`src/verilog/swp_defs.vh`:
```
// Constants shared by the serial wire debug port.
`ifndef SWP_DEFS_VH
`define SWP_DEFS_VH
// Acknowledge codes, sent least significant bit first.
`define ACK_OK 3'h1
`define ACK_WAIT 3'h2
`define ACK_FAULT 3'h4
// Link bit counts.
`define LINE_RESET_ONES 6'h32
`define REQ_LAST 6'h07
`define ACK_LAST 6'h02
`define DATA_LAST 6'h20
// Debug port register addresses, request bits A[3:2].
`define REG_IDENT 2'h0
`define REG_ABORT 2'h0
`define REG_CTRL_STAT 2'h1
`define REG_SELECT 2'h2
`define REG_RESEND 2'h2
`define REG_READ_BUFFER 2'h3
// Control/status fields.
`define CS_ORUN_DETECT 0
`define CS_STICKY_ORUN 1
`define CS_STICKY_CMP 4
`define CS_STICKY_ERR 5
`define CS_READ_OK 6
`define CS_WR_DATA_ERR 7
// Abort register fields.
`define AB_ABORT 0
`define AB_CMP_CLR 1
`define AB_ERR_CLR 2
`define AB_WDERR_CLR 3
`define AB_ORUN_CLR 4
// Select register bank field.
`define SEL_BANK_HI 7
`define SEL_BANK_LO 4
// Bus-side registers.
`define APB_MODE 8'h00
`define APB_STATUS 8'h04
`define MODE_PUSHED 0
`define MODE_WBUF 1
`define MODE_RESET 2'h0
`define ST_BUSY 8
`define ST_WBUF 9
`define ST_LOST 10
`endif

```
`src/verilog/serial_wire_port.v`:
```
// Serial wire debug port: request decode, acknowledge choice and recovery.
//
// The register addresses and the APB interface to the registers are this design's own decisions.
`timescale 1ns/1ps
`default_nettype none
`include "swp_defs.vh"

// How it works
// Identification read, control/status read and abort write are never answered WAIT.
// Other requests get WAIT while an earlier access is outstanding, except buffered access port writes while the buffer is empty.
// An access port read waits until the previous read result exists.
// Host retries the same request after WAIT, or writes abort eventually.
// Abort frees the system-side interface at once, via an abort pulse.
// The three exempt accesses are never answered FAULT.
// Any other access gets FAULT while a sticky flag is set.
// Abort register bits clear the matching sticky flags.
// Request during a pending transaction gets WAIT, and sets overrun if enabled.
// With overrun detection on, WAIT and FAULT keep a full data phase.
// That read data phase leaves the line undriven.
// That write data phase is ignored.
// A request parity error gets no acknowledge; the line stays undriven.
// After no acknowledge the host backs off, then reads identification.
// A second silence makes the host line-reset and read identification.
// After losing frame sync the port answers only a line reset.
// With buffering, OK to a write means accepted, not completed.
// Accesses run in order; debug port writes other than abort stall behind buffered writes.
// An abandoned buffered write sets the write data error flag.
// Sticky set, abort write, or exempt read abandons buffered writes.
// Access port reads and non-exempt debug accesses wait for an empty buffer.
// Pushed mode turns access port writes into compared reads.
// Host flushes buffered writes with a stallable access before exempt ones.
// Fifty consecutive ones are a line reset in any state.
// OK is encoded 001.
// Every field goes least significant bit first.
// WAIT is 010 and FAULT is 100.
module serial_wire_port #(
    // Identification value is arbitrary.
    parameter [31:0] ID_VALUE = 32'h1234ABCD
) (
    input wire clk,
    input wire rst_n,
    input wire swclk,
    input wire swdio_in,
    output reg swdio_out,
    output reg swdio_oe,
    input wire psel,
    input wire penable,
    input wire pwrite,
    input wire [7:0] paddr,
    input wire [31:0] pwdata,
    output reg [31:0] prdata,
    output reg pready,
    output reg pslverr,
    output reg sys_req,
    output reg sys_wr,
    output reg [5:0] sys_addr,
    output reg [31:0] sys_wdata,
    output reg sys_abort,
    input wire sys_ack,
    input wire [31:0] sys_rdata,
    input wire sys_err
);

    // =====================================================================
    // States
    localparam [7:0] S_LOST = 8'h01;
    localparam [7:0] S_IDLE = 8'h02;
    localparam [7:0] S_REQ = 8'h04;
    localparam [7:0] S_TRN1 = 8'h08;
    localparam [7:0] S_ACK = 8'h10;
    localparam [7:0] S_RD = 8'h20;
    localparam [7:0] S_TRN2 = 8'h40;
    localparam [7:0] S_WR = 8'h80;

    reg [2:0] clk_sync_q;
    reg [1:0] dio_sync_q;
    reg [7:0] state_q;
    reg [5:0] cnt_q;
    reg [5:0] ones_q;
    reg need_zero_q;
    reg [7:0] rq_q;
    reg [32:0] sh_q;
    reg [2:0] ack_q;
    reg [2:0] ack_sh_q;
    reg rd_q;
    reg is_acc_q;
    reg [1:0] addr_q;
    reg dph_q;
    reg nxt_bit_q;
    reg nxt_oe_q;
    reg [1:0] mode_q;
    reg orun_en_q;
    reg sticky_orun_q;
    reg sticky_cmp_q;
    reg sticky_err_q;
    reg wr_data_err_q;
    reg read_ok_q;
    reg [31:0] select_q;
    reg [31:0] last_rd_q;
    reg [31:0] sys_res_q;
    reg cmp_q;
    reg [31:0] cmp_data_q;
    reg wb_valid_q;
    reg [5:0] wb_addr_q;
    reg [31:0] wb_data_q;

    // =====================================================================
    // Link sampling
    // The link clock is slow against clk, so its edges are found after
    // synchronising; data and clock pass the same two stages.
    always @(posedge clk or negedge rst_n)
    begin
        if (!rst_n)
        begin
            clk_sync_q <= 3'h0;
            dio_sync_q <= 2'h0;
        end
        else
        begin
            clk_sync_q <= {clk_sync_q[1:0], swclk};
            dio_sync_q <= {dio_sync_q[0], swdio_in};
        end
    end

    wire rise = clk_sync_q[1] & ~clk_sync_q[2];
    wire fall = ~clk_sync_q[1] & clk_sync_q[2];
    wire bit_in = dio_sync_q[1];

    // =====================================================================
    // Request decode
    wire [7:0] req_w = {bit_in, rq_q[7:1]};
    wire req_acc = req_w[1];
    wire req_rd = req_w[2];
    wire [1:0] req_a = req_w[4:3];
    wire req_bad = ((^req_w[4:1]) != req_w[5]) | req_w[6] | ~req_w[7];
    wire pushed = mode_q[`MODE_PUSHED];
    wire wbuf_en = mode_q[`MODE_WBUF];
    wire sticky_any = sticky_orun_q | sticky_cmp_q | sticky_err_q | wr_data_err_q;
    wire busy = sys_req | wb_valid_q;
    wire exempt_rd = ~req_acc & req_rd & ((req_a == `REG_IDENT) | (req_a == `REG_CTRL_STAT));
    wire exempt_wr = ~req_acc & ~req_rd & (req_a == `REG_ABORT);
    wire exempt = exempt_rd | exempt_wr;
    wire acc_buf_wr = req_acc & ~req_rd & ~pushed & wbuf_en;
    wire stall = acc_buf_wr ? wb_valid_q : busy;
    wire sticky_rd = req_rd & (req_acc | (req_a == `REG_READ_BUFFER));

    reg [2:0] ack_w;
    reg [31:0] rd_val;
    reg [31:0] cs_w;

    always @*
    begin
        cs_w = 32'h0;
        cs_w[`CS_ORUN_DETECT] = orun_en_q;
        cs_w[`CS_STICKY_ORUN] = sticky_orun_q;
        cs_w[`CS_STICKY_CMP] = sticky_cmp_q;
        cs_w[`CS_STICKY_ERR] = sticky_err_q;
        cs_w[`CS_READ_OK] = read_ok_q;
        cs_w[`CS_WR_DATA_ERR] = wr_data_err_q;
        if (exempt)
            ack_w = `ACK_OK;
        else if (sticky_any)
            ack_w = `ACK_FAULT;
        else if (stall)
            ack_w = `ACK_WAIT;
        else
            ack_w = `ACK_OK;
        if (req_acc)
            rd_val = sys_res_q;
        else
        begin
            case (req_a)
                `REG_IDENT: rd_val = ID_VALUE;
                `REG_CTRL_STAT: rd_val = cs_w;
                `REG_RESEND: rd_val = last_rd_q;
                default: rd_val = sys_res_q;
            endcase
        end
    end

    wire [32:0] wd_w = {bit_in, sh_q[32:1]};
    wire wd_par_ok = (^wd_w[31:0]) == wd_w[32];
    wire ok_q = (ack_q == `ACK_OK);

    // =====================================================================
    // Protocol engine and system-side access
    always @(posedge clk or negedge rst_n)
    begin
        if (!rst_n)
        begin
            state_q <= S_LOST;
            cnt_q <= 6'h0;
            ones_q <= 6'h0;
            need_zero_q <= 1'b1;
            rq_q <= 8'h0;
            sh_q <= 33'h0;
            ack_q <= 3'h0;
            ack_sh_q <= 3'h0;
            rd_q <= 1'b0;
            is_acc_q <= 1'b0;
            addr_q <= 2'h0;
            dph_q <= 1'b0;
            nxt_bit_q <= 1'b0;
            nxt_oe_q <= 1'b0;
            swdio_out <= 1'b0;
            swdio_oe <= 1'b0;
            orun_en_q <= 1'b0;
            sticky_orun_q <= 1'b0;
            sticky_cmp_q <= 1'b0;
            sticky_err_q <= 1'b0;
            wr_data_err_q <= 1'b0;
            read_ok_q <= 1'b0;
            select_q <= 32'h0;
            last_rd_q <= 32'h0;
            sys_res_q <= 32'h0;
            cmp_q <= 1'b0;
            cmp_data_q <= 32'h0;
            wb_valid_q <= 1'b0;
            wb_addr_q <= 6'h0;
            wb_data_q <= 32'h0;
            sys_req <= 1'b0;
            sys_wr <= 1'b0;
            sys_addr <= 6'h0;
            sys_wdata <= 32'h0;
            sys_abort <= 1'b0;
        end
        else
        begin
            sys_abort <= 1'b0;
            if (fall)
            begin
                swdio_out <= nxt_bit_q;
                swdio_oe <= nxt_oe_q;
            end
            // System side completion; errors and compare misses set flags.
            if (sys_req & sys_ack)
            begin
                sys_req <= 1'b0;
                if (!sys_wr)
                    sys_res_q <= sys_rdata;
                if (sys_err)
                    sticky_err_q <= 1'b1;
                if (cmp_q & (sys_rdata != cmp_data_q))
                    sticky_cmp_q <= 1'b1;
                cmp_q <= 1'b0;
            end
            if (wb_valid_q & sticky_any)
            begin
                wb_valid_q <= 1'b0;
                wr_data_err_q <= 1'b1;
            end
            else if (wb_valid_q & ~sys_req)
            begin
                // Buffered writes drain strictly in arrival order.
                wb_valid_q <= 1'b0;
                sys_req <= 1'b1;
                sys_wr <= 1'b1;
                sys_addr <= wb_addr_q;
                sys_wdata <= wb_data_q;
            end
            if (rise)
            begin
                need_zero_q <= need_zero_q & bit_in;
                case (state_q)
                    S_LOST:
                    begin
                        nxt_oe_q <= 1'b0;
                    end
                    S_IDLE:
                    begin
                        if (bit_in & ~need_zero_q)
                        begin
                            state_q <= S_REQ;
                            cnt_q <= 6'h1;
                            rq_q <= req_w;
                        end
                    end
                    S_REQ:
                    begin
                        rq_q <= req_w;
                        cnt_q <= cnt_q + 6'h1;
                        if (cnt_q == `REQ_LAST)
                        begin
                            if (req_bad)
                                state_q <= S_LOST;
                            else
                            begin
                                state_q <= S_TRN1;
                                ack_q <= ack_w;
                                ack_sh_q <= ack_w;
                                rd_q <= req_rd;
                                is_acc_q <= req_acc;
                                addr_q <= req_a;
                                dph_q <= (ack_w == `ACK_OK) | orun_en_q;
                                if ((ack_w == `ACK_WAIT) & orun_en_q)
                                    sticky_orun_q <= 1'b1;
                                if (sticky_rd)
                                    read_ok_q <= (ack_w == `ACK_OK);
                                if (exempt & wb_valid_q)
                                begin
                                    wb_valid_q <= 1'b0;
                                    wr_data_err_q <= 1'b1;
                                end
                                if ((ack_w == `ACK_OK) & req_rd)
                                begin
                                    sh_q <= {^rd_val, rd_val};
                                    if (sticky_rd | (req_a == `REG_RESEND))
                                        last_rd_q <= rd_val;
                                    if (req_acc)
                                    begin
                                        // Posted read: this one returns the previous result.
                                        sys_req <= 1'b1;
                                        sys_wr <= 1'b0;
                                        sys_addr <= {select_q[`SEL_BANK_HI:`SEL_BANK_LO], req_a};
                                    end
                                end
                            end
                        end
                    end
                    S_TRN1:
                    begin
                        state_q <= S_ACK;
                        cnt_q <= 6'h0;
                        nxt_bit_q <= ack_sh_q[0];
                        ack_sh_q <= {1'b0, ack_sh_q[2:1]};
                        nxt_oe_q <= 1'b1;
                    end
                    S_ACK:
                    begin
                        cnt_q <= cnt_q + 6'h1;
                        nxt_bit_q <= ack_sh_q[0];
                        ack_sh_q <= {1'b0, ack_sh_q[2:1]};
                        if (cnt_q == `ACK_LAST)
                        begin
                            cnt_q <= 6'h0;
                            if (rd_q & dph_q)
                            begin
                                state_q <= S_RD;
                                nxt_bit_q <= sh_q[0];
                                nxt_oe_q <= ok_q;
                            end
                            else
                            begin
                                state_q <= S_TRN2;
                                nxt_oe_q <= 1'b0;
                            end
                        end
                    end
                    S_RD:
                    begin
                        cnt_q <= cnt_q + 6'h1;
                        sh_q <= {1'b0, sh_q[32:1]};
                        nxt_bit_q <= sh_q[1];
                        if (cnt_q == `DATA_LAST)
                        begin
                            state_q <= S_TRN2;
                            nxt_oe_q <= 1'b0;
                        end
                    end
                    S_TRN2:
                    begin
                        cnt_q <= 6'h0;
                        state_q <= (~rd_q & dph_q) ? S_WR : S_IDLE;
                    end
                    S_WR:
                    begin
                        cnt_q <= cnt_q + 6'h1;
                        sh_q <= wd_w;
                        if (cnt_q == `DATA_LAST)
                        begin
                            state_q <= S_IDLE;
                            if (ok_q & ~wd_par_ok)
                                wr_data_err_q <= 1'b1;
                            else if (ok_q & is_acc_q & mode_q[`MODE_PUSHED])
                            begin
                                sys_req <= 1'b1;
                                sys_wr <= 1'b0;
                                sys_addr <= {select_q[`SEL_BANK_HI:`SEL_BANK_LO], addr_q};
                                cmp_q <= 1'b1;
                                cmp_data_q <= wd_w[31:0];
                            end
                            else if (ok_q & is_acc_q & sys_req)
                            begin
                                // Accepted only; completion is not implied.
                                wb_valid_q <= 1'b1;
                                wb_addr_q <= {select_q[`SEL_BANK_HI:`SEL_BANK_LO], addr_q};
                                wb_data_q <= wd_w[31:0];
                            end
                            else if (ok_q & is_acc_q)
                            begin
                                sys_req <= 1'b1;
                                sys_wr <= 1'b1;
                                sys_addr <= {select_q[`SEL_BANK_HI:`SEL_BANK_LO], addr_q};
                                sys_wdata <= wd_w[31:0];
                            end
                            else if (ok_q & (addr_q == `REG_CTRL_STAT))
                                orun_en_q <= wd_w[`CS_ORUN_DETECT];
                            else if (ok_q & (addr_q == `REG_SELECT))
                                select_q <= wd_w[31:0];
                            else if (ok_q & (addr_q == `REG_ABORT))
                            begin
                                // Compare clear is skipped when a compared read completes this cycle, error clear when an erroring access completes this cycle, so a set still lands.
                                if (wd_w[`AB_CMP_CLR] & ~(sys_req & sys_ack & cmp_q))
                                    sticky_cmp_q <= 1'b0;
                                if (wd_w[`AB_ERR_CLR] & ~(sys_req & sys_ack & sys_err))
                                    sticky_err_q <= 1'b0;
                                if (wd_w[`AB_WDERR_CLR])
                                    wr_data_err_q <= 1'b0;
                                if (wd_w[`AB_ORUN_CLR])
                                    sticky_orun_q <= 1'b0;
                                if (wd_w[`AB_ABORT])
                                begin
                                    sys_abort <= 1'b1;
                                    sys_req <= 1'b0;
                                    cmp_q <= 1'b0;
                                end
                            end
                        end
                    end
                    default:
                    begin
                        state_q <= S_LOST;
                    end
                endcase
                // Line reset overrides whatever the frame was doing.
                ones_q <= (bit_in & ~swdio_oe) ? ones_q + 6'h1 : 6'h0;
                if (bit_in & ~swdio_oe & (ones_q == `LINE_RESET_ONES - 6'h1))
                begin
                    ones_q <= 6'h0;
                    state_q <= S_IDLE;
                    need_zero_q <= 1'b1;
                    nxt_oe_q <= 1'b0;
                end
            end
        end
    end

    // =====================================================================
    // Bus slave
    // Every access takes one wait state so that pready comes from a flop.
    wire apb_sel = psel & penable & ~pready;
    wire apb_hit = (paddr == `APB_MODE) | (paddr == `APB_STATUS);

    always @(posedge clk or negedge rst_n)
    begin
        if (!rst_n)
        begin
            pready <= 1'b0;
            pslverr <= 1'b0;
            prdata <= 32'h0;
            mode_q <= `MODE_RESET;
        end
        else
        begin
            pready <= apb_sel;
            pslverr <= apb_sel & ~apb_hit;
            prdata <= 32'h0;
            if (apb_sel & ~pwrite & (paddr == `APB_MODE))
                prdata <= {30'h0, mode_q};
            if (apb_sel & ~pwrite & (paddr == `APB_STATUS))
            begin
                prdata <= cs_w;
                prdata[`ST_BUSY] <= sys_req;
                prdata[`ST_WBUF] <= wb_valid_q;
                prdata[`ST_LOST] <= state_q[0];
            end
            if (psel & penable & pready & pwrite & (paddr == `APB_MODE))
                mode_q <= pwdata[1:0];
        end
    end

endmodule
`default_nettype wire

```
`config.mk`:
```
export PLATFORM = sky130hd
export DESIGN_NAME = serial_wire_port
export DESIGN_NICKNAME = d
export VERILOG_FILES = /design/src/verilog/serial_wire_port.v
export VERILOG_INCLUDE_DIRS = /design/src /design/src/verilog
export SDC_FILE = /design/constraint.sdc
export NUM_CORES = 1
export LEC_CHECK = 0
export ABC_AREA = 0
export BUFFER_PORTS_ARGS = -buffer_cell sky130_fd_sc_hd__buf_2
export CAP_MARGIN = 10
export CORE_ASPECT_RATIO = 2
export CORE_MARGIN = 8
export CORE_UTILIZATION = 55
export CTS_BUF_LIST = sky130_fd_sc_hd__clkbuf_2
export CTS_CLUSTER_SIZE = 28
export DETAILED_ROUTE_END_ITERATION = 10
export GPL_TIMING_DRIVEN = 0
export PLACE_DENSITY_LB_ADDON = 0.25
export SYNTH_ARGS = -nofsm -noshare
export SYNTH_HDL_FRONTEND = slang
export SYNTH_SLANG_ARGS = --single-unit
```
`constraint.sdc`:
```
create_clock -name clk -period 4.5 [get_ports clk]
set_input_delay 0 -clock clk [delete_from_list [all_inputs] [get_ports clk]]
set_output_delay 0 -clock clk [all_outputs]
set_load 0.02 [all_outputs]
```
==> impl_metrics.ini, run 1 <==
[global_route]
use_met1_pct = 30.8
grt_pass1_wl_um = 60900
grt_use_total_pct = 25.6
grt_max_degree = 129
grt_busiest_layer = met2
grt.overflow.total = 0
met2_usage_pct = 42.8
grt_pass1_vias = 11300
antenna_found_initial = 3
gr-usage-met3_pct = 4.59

[clock_tree]
clk_path_buf_depth = 3
cts_max_level = 2
clk_pin_slew_ns = 0.13
clockRootBuffer = clkbuf_2
postCtsSetupBuffers = 0
cts_sinks = 280
numCtsBuffers = 60
cts_tree = done
clk-insertion-delay-late_ns = 0.99

[cells_and_area]
nets = 1657
drive_gt1_share_pct = 24.8
layout_common_cells = 278 x dfrtp_1, 128 x buf_2, 127 x mux2_2, 115 x o21ai_0, 108 x nand2_1
final_util_pct = 65.7
fillCellCount = 2044
multi_input_area_um2 = 6240
finalInstanceArea_um2 = 16300
regArea_um2 = 7010
final_common_cell = dfrtp_1
syn2layout_area_growth_pct = 19.0

[setup_path]
crit_family = buffers and inverters
required_ns = 5.30
cp_cell_sequence = buf_2 -> clkbuf_2 -> inv_1 -> ha_1 -> xnor2_1 -> xnor2_1 -> or3_1 -> o21a_1 -> nor2_1 -> o21ai_1 -> clkbuf_1 -> clkbuf_1 -> nand2_1 -> o21ai_0
arrival_ns = 4.98
path_class = flop to flop
cp-start-kind = flop
path_buf_inv = 5
max_stage_delay_ns = 0.47
cp-end-kind = flop
cp_max_fo = 19
crit_slowest_cell = dfrtp_1

[yosys]
ys_seq_area_share_pct = 51.1
synth.distinct_cells = 68
synth_top_cell_area_share_pct = 50.8
synth_ff_type = dfrtp_1
synthCells = 1278
synth_area_per_cell_um2 = 10.7
synthTopCellsByArea = dfrtp_1 51%, mux2_2 10%, xnor2_1 5.0%, o21ai_0 4.2%, a21oi_1 3.0%
netlist_area_um2 = 13700
synthArstFlopShare_pct = 100
ys_ff_latch = 280
ys_warn_count = 0
yosys.area.top_type = dfrtp_1
synth_edf_count = 0

[pwr]
p_per_area_nw_per_um2 = 274
seq_power_share_pct = 58.1
p_leak_nw = 8.12
power.total_mw = 4.47
pwr-share-comb_pct = 6.7
net-switching-power_mw = 1.19
clkPwrFrac_pct = 35.2
internal-power_mw = 3.28
peakVddDrop_v = 0.000169
p_sw_share_pct = 26.5

[sta]
report.final.setup_viol = 0
rsz0062_at_grt = false
max_freq_mhz = 239
hold_viol = 0
clock-skew-final_ns = 0.0646
layout_setup_ws_ns = 0.322
max-slew-margin-rel_pct = 29.5
post-route-period-util_pct = 92.8
setup-tns-final_ns = 0
period_minus_slack_ns = 4.18
max_slew.worst_pin.slew_ns = 1.05
slew_violations = 0

[floorplanning]
die_y_um = 239
num_rows = 82
start_util_pct = 55.2
design.core.area_um2 = 24800
die-area_um2 = 30500
io_pins = 158
die_x_um = 128

[route]
drt_pass1_iterations = 7
drt_wl_total_um = 38400
vias = 10800
drtAntennaViolNets = 0
drc_errors = 0
drt-wirelength-per-cell_um = 19.8
viasPerCell = 5.56
drtIter0Drc = 795

[place]
io_buffers = 104
dpl_cell_area_um2 = 14800
hpwlAfterDp_um = 27500
gp_congestion = 0.924
place_ws_ns = -0.284

[worst_hold_path]
hp-class = input pin to asynchronous set/reset pin

[status]
outcome = finished, final reports clean

[job]
maxCapViolations = 0
## power groups by stage
stage	Clock, mW	Combinational, mW	Sequential [mW]
floorplan	0	0.116	2.63
finish	1.57	0.298	2.60
CTS	1.61	0.295	2.59
detailed placement	0	0.230	2.64
global placement	0	0.217	2.64
global route	1.73	0.325	2.60
## per-layer routing
metal / up-vias / wire length [um]
met3: 114 / 2350
li1: 5037 / -
met4: 2 / 1960
met1: 5244 / 15000
met5: - / 13
met2: 410 / 19100
## metrics by stage
step / std cells / hold WS (ns)
finish: 1942 / 0.0999
global route: 1942 / 0.0780
CTS: 1940 / 0.0298
detailed placement: 1742 / -0.105
global placement: 1740 / 0.110
floorplan: 1300 / -0.296
## registers in the layout (all words and copies together) (netlist names), 8 cells and up
signal,flops
sh_q,33
cmp_data_q,32
last_rd_q,32
sys_res_q,32
sys_wdata,32
wb_data_q,32
prdata,9
state_q,8
## worst paths after layout
| check | start | to | slack (ns) | cells after the start |
|---|---|---|---|---|
| max reg2reg | rq_q[2] | sh_q[0] | 0.32 | 14 |
| max | rq_q[2] | sh_q[0] | 0.32 | 14 |
| min | rst_n | cnt_q[1] | 0.1 | 4 |
| max in group asynchronous | rst_n | cmp_data_q[14] | 3.00 | 6 |
| min reg2reg | dio_sync_q[0] | dio_sync_q[1] | 0.36 | 0 |
| min in group clk | paddr[0] | mode_q[0] | 0.14 | 5 |
## cells by family (layout without fill, tap and decap cells)
group / after synthesis / after routing / share of synthesized area, %
XOR/XNOR: 99 / 99 / 6.99
multiplexers: 169 / 169 / 13.5
AND/OR/NAND/NOR: 325 / 325 / 11.3
AO/OA/AOI/OAI: 281 / 281 / 12.0
flip-flops: 280 / 280 / 51.1
adder cells (fa/ha/maj): 12 / 12 / 1.10
buffers and inverters: 111 / 415 / 3.91
other: 1 / 25 / 0.0274
## synth_stat cells, types with 8 or more instances
cell type / instances
buf_1: 8
o21a_1: 16
nor3_1: 15
a31oi_1: 18
o21ai_0: 116
nor2_1: 104
inv_1: 18
mux2_2: 127
a2111o_1: 12
a21oi_1: 83
and2_1: 10
ha_1: 12
xor2_1: 14
mux2i_1: 38
buf_4: 23
nand4_1: 13
xnor2_1: 78
buf_2: 25
nand2_1: 108
clkbuf_1: 36
dfrtp_1: 278
nand3_1: 13
nor2b_1: 8
## cell type report
class	instances	area share, %
well taps	336	2.58
flip-flops and latches	280	43.0
clock inverters	15	0.553
plain buffers	92	2.85
multi-input cells	909	38.3
repair buffers	203	9.61
inverters	18	0.414
diodes	2	0.0307
clock buffers	87	2.67
## what timing repair did
action / 4_1_cts / 5_1_grt
hold buffers: 97 / 0
endpoints found under the hold margin: 331 / 0
setup endpoints to repair: 69 / 1
pin swaps: 0 / 0
resized for setup: 1 / 1
## worst reg2reg max path, stage by stage (launching register included)
cell and delay [ns]:
dfrtp_1 0.47, buf_2 0.38, clkbuf_2 0.36, inv_1 0.19
ha_1 0.35, xnor2_1 0.20, xnor2_1 0.08, or3_1 0.40
o21a_1 0.22, nor2_1 0.34, o21ai_1 0.29, clkbuf_1 0.28
clkbuf_1 0.28, nand2_1 0.11, o21ai_0 0.09
Note: power is estimated with default switching activity, not from simulation.
==> run 2, diff against run 1 <==
==> constraint.sdc (replaced) <==
create_clock -name clk -period 4 [get_ports clk]
set_input_delay 0.8 -clock clk [delete_from_list [all_inputs] [get_ports clk]]
set_output_delay 0.8 -clock clk [all_outputs]
set_load 0.02 [all_outputs]
==> run 2 against run 1 <==
Net effect: register-to-register slack lost 0.15 ns; count of clock-buffer cells in the layout unchanged; final area fell by 5.7%; critical path type unchanged; combinational power is 13% lower; critical path depth down 2; largest power group unchanged; sequential share of layout area up 2.6 points.
==> impl_metrics.ini, run 2 (same netlist as run 1, synthesis figures left out) <==
[clock_tree]
clk-insertion-delay-late_ns = 0.99
cts_max_level = 2
clk_pin_slew_ns = 0.11
cts_tree = done
cts_sinks = 280
clk_path_buf_depth = 3
clockRootBuffer = clkbuf_2
numCtsBuffers = 60

[sta]
slew_violations = 0
period_minus_slack_ns = 3.83
whs_ns = 0.102
max_freq_mhz = 261
layout_setup_ws_ns = 0.167
rsz0062_at_grt = false
post-route-period-util_pct = 95.8
clock-skew-final_ns = 0.0634
max-slew-margin-rel_pct = 29.6
setup-tns-final_ns = 0
max_slew.worst_pin.slew_ns = 1.05
hold_viol = 0
report.final.setup_viol = 0

[place]
io_buffers = 104
place_ws_ns = -0.784
gp_congestion = 0.924
hpwlAfterDp_um = 27500
place_inst = 1742
dpl_cell_area_um2 = 14800

[route]
drtAntennaViolNets = 0
drt-wirelength-per-cell_um = 19.9
m1WireLength_um = 14600
drtIter0Drc = 773
viasPerCell = 5.64
drt_pass1_iterations = 6
met2_length_um = 18400
drt_wl_total_um = 36800
wl_met3_um = 2200
routed.top_layer = met4
vias = 10400
drc_errors = 0

[setup_path]
path_class = flop to flop
arrival_ns = 4.66
required_ns = 4.82
cp-end-kind = flop
cp-start-kind = flop
rr_worst_depth = 12
reg2reg_to = sys_addr[4]
r2r_start = rq_q[2]
r2r_slack_ns = 0.17
cp_max_fo = 19

[global_route]
antenna_found_initial = 1
grt_max_degree = 129
grt_pass1_wl_um = 58000
grt_use_total_pct = 24.4
grt.overflow.total = 0
grt_pass1_vias = 10700

[floorplanning]
num_rows = 82
die-area_um2 = 30500
start_util_pct = 55.2
die_x_um = 128
die_y_um = 239
design.core.area_um2 = 24800
io_pins = 158

[cells_and_area]
final_common_cell = dfrtp_1
largest_reg_flops = 33
nets = 1563
regArea_um2 = 7010
fillCellCount = 2170
final_cells = 1847
multi_input_area_um2 = 6250
finalInstanceArea_um2 = 15400
layout_common_cells = 278 x dfrtp_1, 127 x mux2_2, 127 x buf_2, 115 x o21ai_0, 108 x nand2_1
largest_register = sh_q
drive_gt1_share_pct = 26.6
syn2layout_area_growth_pct = 12.1

[status]
outcome = finished, final reports clean

[worst_hold_path]
holdPathEnd = mode_q[0]
hold_start = pwdata[0]
worstHoldPathCells = 2
hp-class = input pin to flop

[pwr]
p_leak_nw = 7.73
peakVddDrop_v = 0.000213
p_per_area_nw_per_um2 = 321

[job]
maxCapViolations = 0
==> run 2: cell count changes in the layout (fill, tap and decap cells not counted) <==
cell,before,now
dlygate4sd3_1,96,3
clkbuf_1,35,30
clkbuf_2,89,93
buf_12,1,0
buf_2,128,127
buf_6,0,1
clkbuf_4,0,1
diode_2,2,1
nor2_1,104,103
nor2_2,0,1
==> run 2: worst max-delay path by stage <==
stage / startpoint / endpoint / slack (ns)
3_3_place_gp: rst_n / cmp_data_q[16] / -2.91
5_1_grt: rq_q[5] / sh_q[32] / 0.003
3_5_place_dp: rq_q[2] / sh_q[25] / -0.78
6_report: rq_q[2] / sys_addr[4] / 0.17
2_1_floorplan: rq_q[2] / last_rd_q[11] / 0.54
4_1_cts: rq_q[2] / last_rd_q[13] / 0.05
==> run 2: metrics by stage <==
stage | power [mW] | util, %
detailed placement | 3.23 | 59.6
finish | 4.94 | 61.9
global route | 5.15 | 61.9
global placement | 3.22 | 59.3
floorplan | 3.09 | -
CTS | 4.99 | 61.8
==> run 2: power by group <==
| group | leakage, nW | internal [mW] | switching, mW | total (mW) |
|---|---|---|---|---|
| clock | 0.406 | 0.643 | 1.12 | 1.76 |
| combinational | 3.50 | 0.108 | 0.151 | 0.259 |
| sequential | 3.83 | 2.88 | 0.0389 | 2.92 |
| total | 7.73 | 3.63 | 1.30 | 4.94 |
==> run 2: worst max-delay path: stages (launching register included) <==
cell and delay (ns):
dfrtp_1 0.51, buf_6 0.24, clkbuf_4 0.27, inv_1 0.14, ha_1 0.33, xnor2_1 0.20, xnor2_1 0.08, or3_1 0.40
nor3_2 0.20, nand2_2 0.21, nor4b_2 0.56, nor2_1 0.24, mux2_2 0.33
==> run 2: routing by layer <==
layer	vias to the layer above	GRT usage (%)
li1	4865	-
met1	5091	29.6
met2	362	41.0
met3	101	4.37
met4	0	12.1
met5	-	0
==> run 2: layout make-up <==
type                            count  area share (%)
Multi-Input combinational cell    909            40.6
Buffer                             92            3.13
Antenna cell                        1          0.0163
Clock inverter                     15           0.586
Sequential cell                   280            45.6
Timing Repair Buffer              109            4.01
Tap cell                          336            2.74
Inverter                           18           0.440
Clock buffer                       87            2.83
==> run 2: what timing repair did <==
| item | in CTS | in global routing |
|---|---|---|
| resized for setup | 4 | 13 |
| hold buffers | 3 | 0 |
| setup endpoints to repair | 79 | 48 |
| hold endpoints to repair | 38 | 0 |
| pin swaps | 0 | 0 |
| buffers inserted | 0 | 0 |
==> run 3, diff against run 2 <==
==> constraint.sdc (replaced) <==
create_clock -name clk -period 4.55 [get_ports clk]
set_input_delay 0.91 -clock clk [delete_from_list [all_inputs] [get_ports clk]]
set_output_delay 0.91 -clock clk [all_outputs]
set_load 0.02 [all_outputs]
==> run 3 against run 2 <==
Net effect: sequential power decreased by 12%; sequential cell count stayed put; critical endpoint is now sh_q[0]; power shrank 12%; highest routed layer unchanged; cell count did not move; first-iteration DRC count decreased by 7.1%; core utilization down 0.071 points; critical path depth up 2; combinational power fell by 12%; final area decreased by 0.11%; count of clock-buffer cells in the layout unchanged; non-clock buffer count unchanged.
==> impl_metrics.ini, run 3 (same netlist as run 1, synthesis figures left out) <==
[clock_tree]
clk_path_buf_depth = 3
clk_pin_slew_ns = 0.11
cts_tree = done
cts_sinks = 280
clockRootBuffer = clkbuf_2
numCtsBuffers = 60
postCtsSetupBuffers = 0
clk-insertion-delay-late_ns = 0.98
cts_max_level = 2

[sta]
max_slew.worst_pin.slew_ns = 1.04
rsz0062_at_grt = false
max-slew-margin-rel_pct = 30.0
period_minus_slack_ns = 4.32
post-route-period-util_pct = 95.0
clock-skew-final_ns = 0.0617
hold_viol = 0
slew_violations = 0
setup-tns-final_ns = 0
report.final.setup_viol = 0
max_freq_mhz = 231

[setup_path]
cp-end-kind = flop
cp-start-kind = flop
cp_max_fo = 19
arrival_ns = 5.12
rr_worst_depth = 14
max_stage_delay_ns = 0.49
r2r_start = rq_q[2]
cp-startpoint = rq_q[2]
cp_cell_sequence = buf_2 -> clkbuf_2 -> inv_1 -> ha_1 -> xnor2_1 -> xnor2_1 -> or3_1 -> o21a_1 -> nor2_1 -> o21ai_0 -> clkbuf_1 -> clkbuf_1 -> nand2_1 -> o21ai_0
path_class = flop to flop
reg2reg_to = sh_q[0]
required_ns = 5.35
crit_slowest_cell = dfrtp_1
crit_cells = 14
path_buf_inv = 5
r2r_slack_ns = 0.23
critPathCapture = sh_q[0]
crit_family = buffers and inverters

[cells_and_area]
final_util_pct = 61.8
fillCellCount = 2174
layout_common_cells = 278 x dfrtp_1, 128 x buf_2, 127 x mux2_2, 116 x o21ai_0, 108 x nand2_1
regArea_um2 = 7010
largest_reg_flops = 33
final_cells = 1847
final_common_cell = dfrtp_1
largest_register = sh_q
drive_gt1_share_pct = 26.2
multi_input_area_um2 = 6240
nets = 1563
syn2layout_area_growth_pct = 12.0

[global_route]
grt_use_total_pct = 24.4
grt_pass1_vias = 10700
grt.overflow.total = 0
grt_pass1_wl_um = 58100
antenna_found_initial = 1
grt_max_degree = 129

[floorplanning]
start_util_pct = 55.2
die_x_um = 128
die_y_um = 239
io_pins = 158
num_rows = 82
die-area_um2 = 30500
design.core.area_um2 = 24800

[place]
place_inst = 1742
io_buffers = 104
hpwlAfterDp_um = 27500
gp_congestion = 0.924

[job]
maxCapViolations = 0

[route]
drtAntennaViolNets = 0
drtIter0Drc = 718
vias = 10400
drt_pass1_iterations = 5
drt-wirelength-per-cell_um = 19.9
drc_errors = 0
viasPerCell = 5.63
drt_wl_total_um = 36800

[worst_hold_path]
worstHoldPathCells = 2
hp-class = input pin to flop

[pwr]
p_leak_nw = 7.72
p_per_area_nw_per_um2 = 283
peakVddDrop_v = 0.000187

[status]
outcome = finished, final reports clean
## run 3: cell count changes in the layout (fill, tap and decap cells not counted)
cell | previous run | this run
o21ai_0 | 115 | 116
nor2_1 | 103 | 104
clkbuf_1 | 30 | 35
clkbuf_4 | 1 | 0
buf_2 | 127 | 128
buf_6 | 1 | 0
o21ai_1 | 5 | 4
clkbuf_2 | 93 | 89
nor2_2 | 1 | 0
## run 3: power by group
group	internal (mW)	switching, mW
clock network	0.566	0.982
logic	0.0951	0.132
registers	2.53	0.0345
total	3.19	1.15
## run 3: metal layers
| metal | share of wire (%) | routed length [um] | up-vias | track usage, % |
|---|---|---|---|---|
| met5 | 0 | 0 | - | 0 |
| met3 | 6.5 | 2370 | 96 | 4.37 |
| met4 | 4.4 | 1610 | 0 | 12.1 |
| met2 | 50 | 18400 | 384 | 41.0 |
| met1 | 39 | 14400 | 5052 | 29.6 |
| li1 | - | - | 4862 | - |
## run 3: cell type report
class	count	area share (%)
flip-flops and latches	280	45.7
multi-input cells	909	40.7
repair buffers	109	4.01
plain buffers	92	3.03
clock buffers	87	2.84
well taps	336	2.74
clock inverters	15	0.587
inverters	18	0.440
diodes	1	0.0163
## run 3: timing repair
item | CTS | global route
setup endpoints to repair | 69 | 0
hold endpoints to repair | 36 | 0
gates resized for setup | 1 | 0
hold buffers | 3 | 0
## run 3: metrics by stage
stage	hold WS [ns]	worst slack (ns)	area (um2)	power, mW
floorplan	0.331	1.09	13800	2.72
global placement	0.336	-2.47	14700	2.83
detailed placement	0.337	-0.234	14800	2.84
CTS	0.163	0.291	15300	4.39
global route	0.163	0.0619	15300	4.52
finish	0.222	0.227	15300	4.34
## run 3: worst min path at each step
stage | start | endpoint | slack, ns
global placement | clk_sync_q[0] | clk_sync_q[1] | 0.34
floorplan | clk_sync_q[0] | clk_sync_q[1] | 0.33
finish | pwdata[0] | mode_q[0] | 0.22
CTS | penable | pready | 0.16
global route | pwdata[0] | mode_q[0] | 0.16
detailed placement | dio_sync_q[0] | dio_sync_q[1] | 0.34
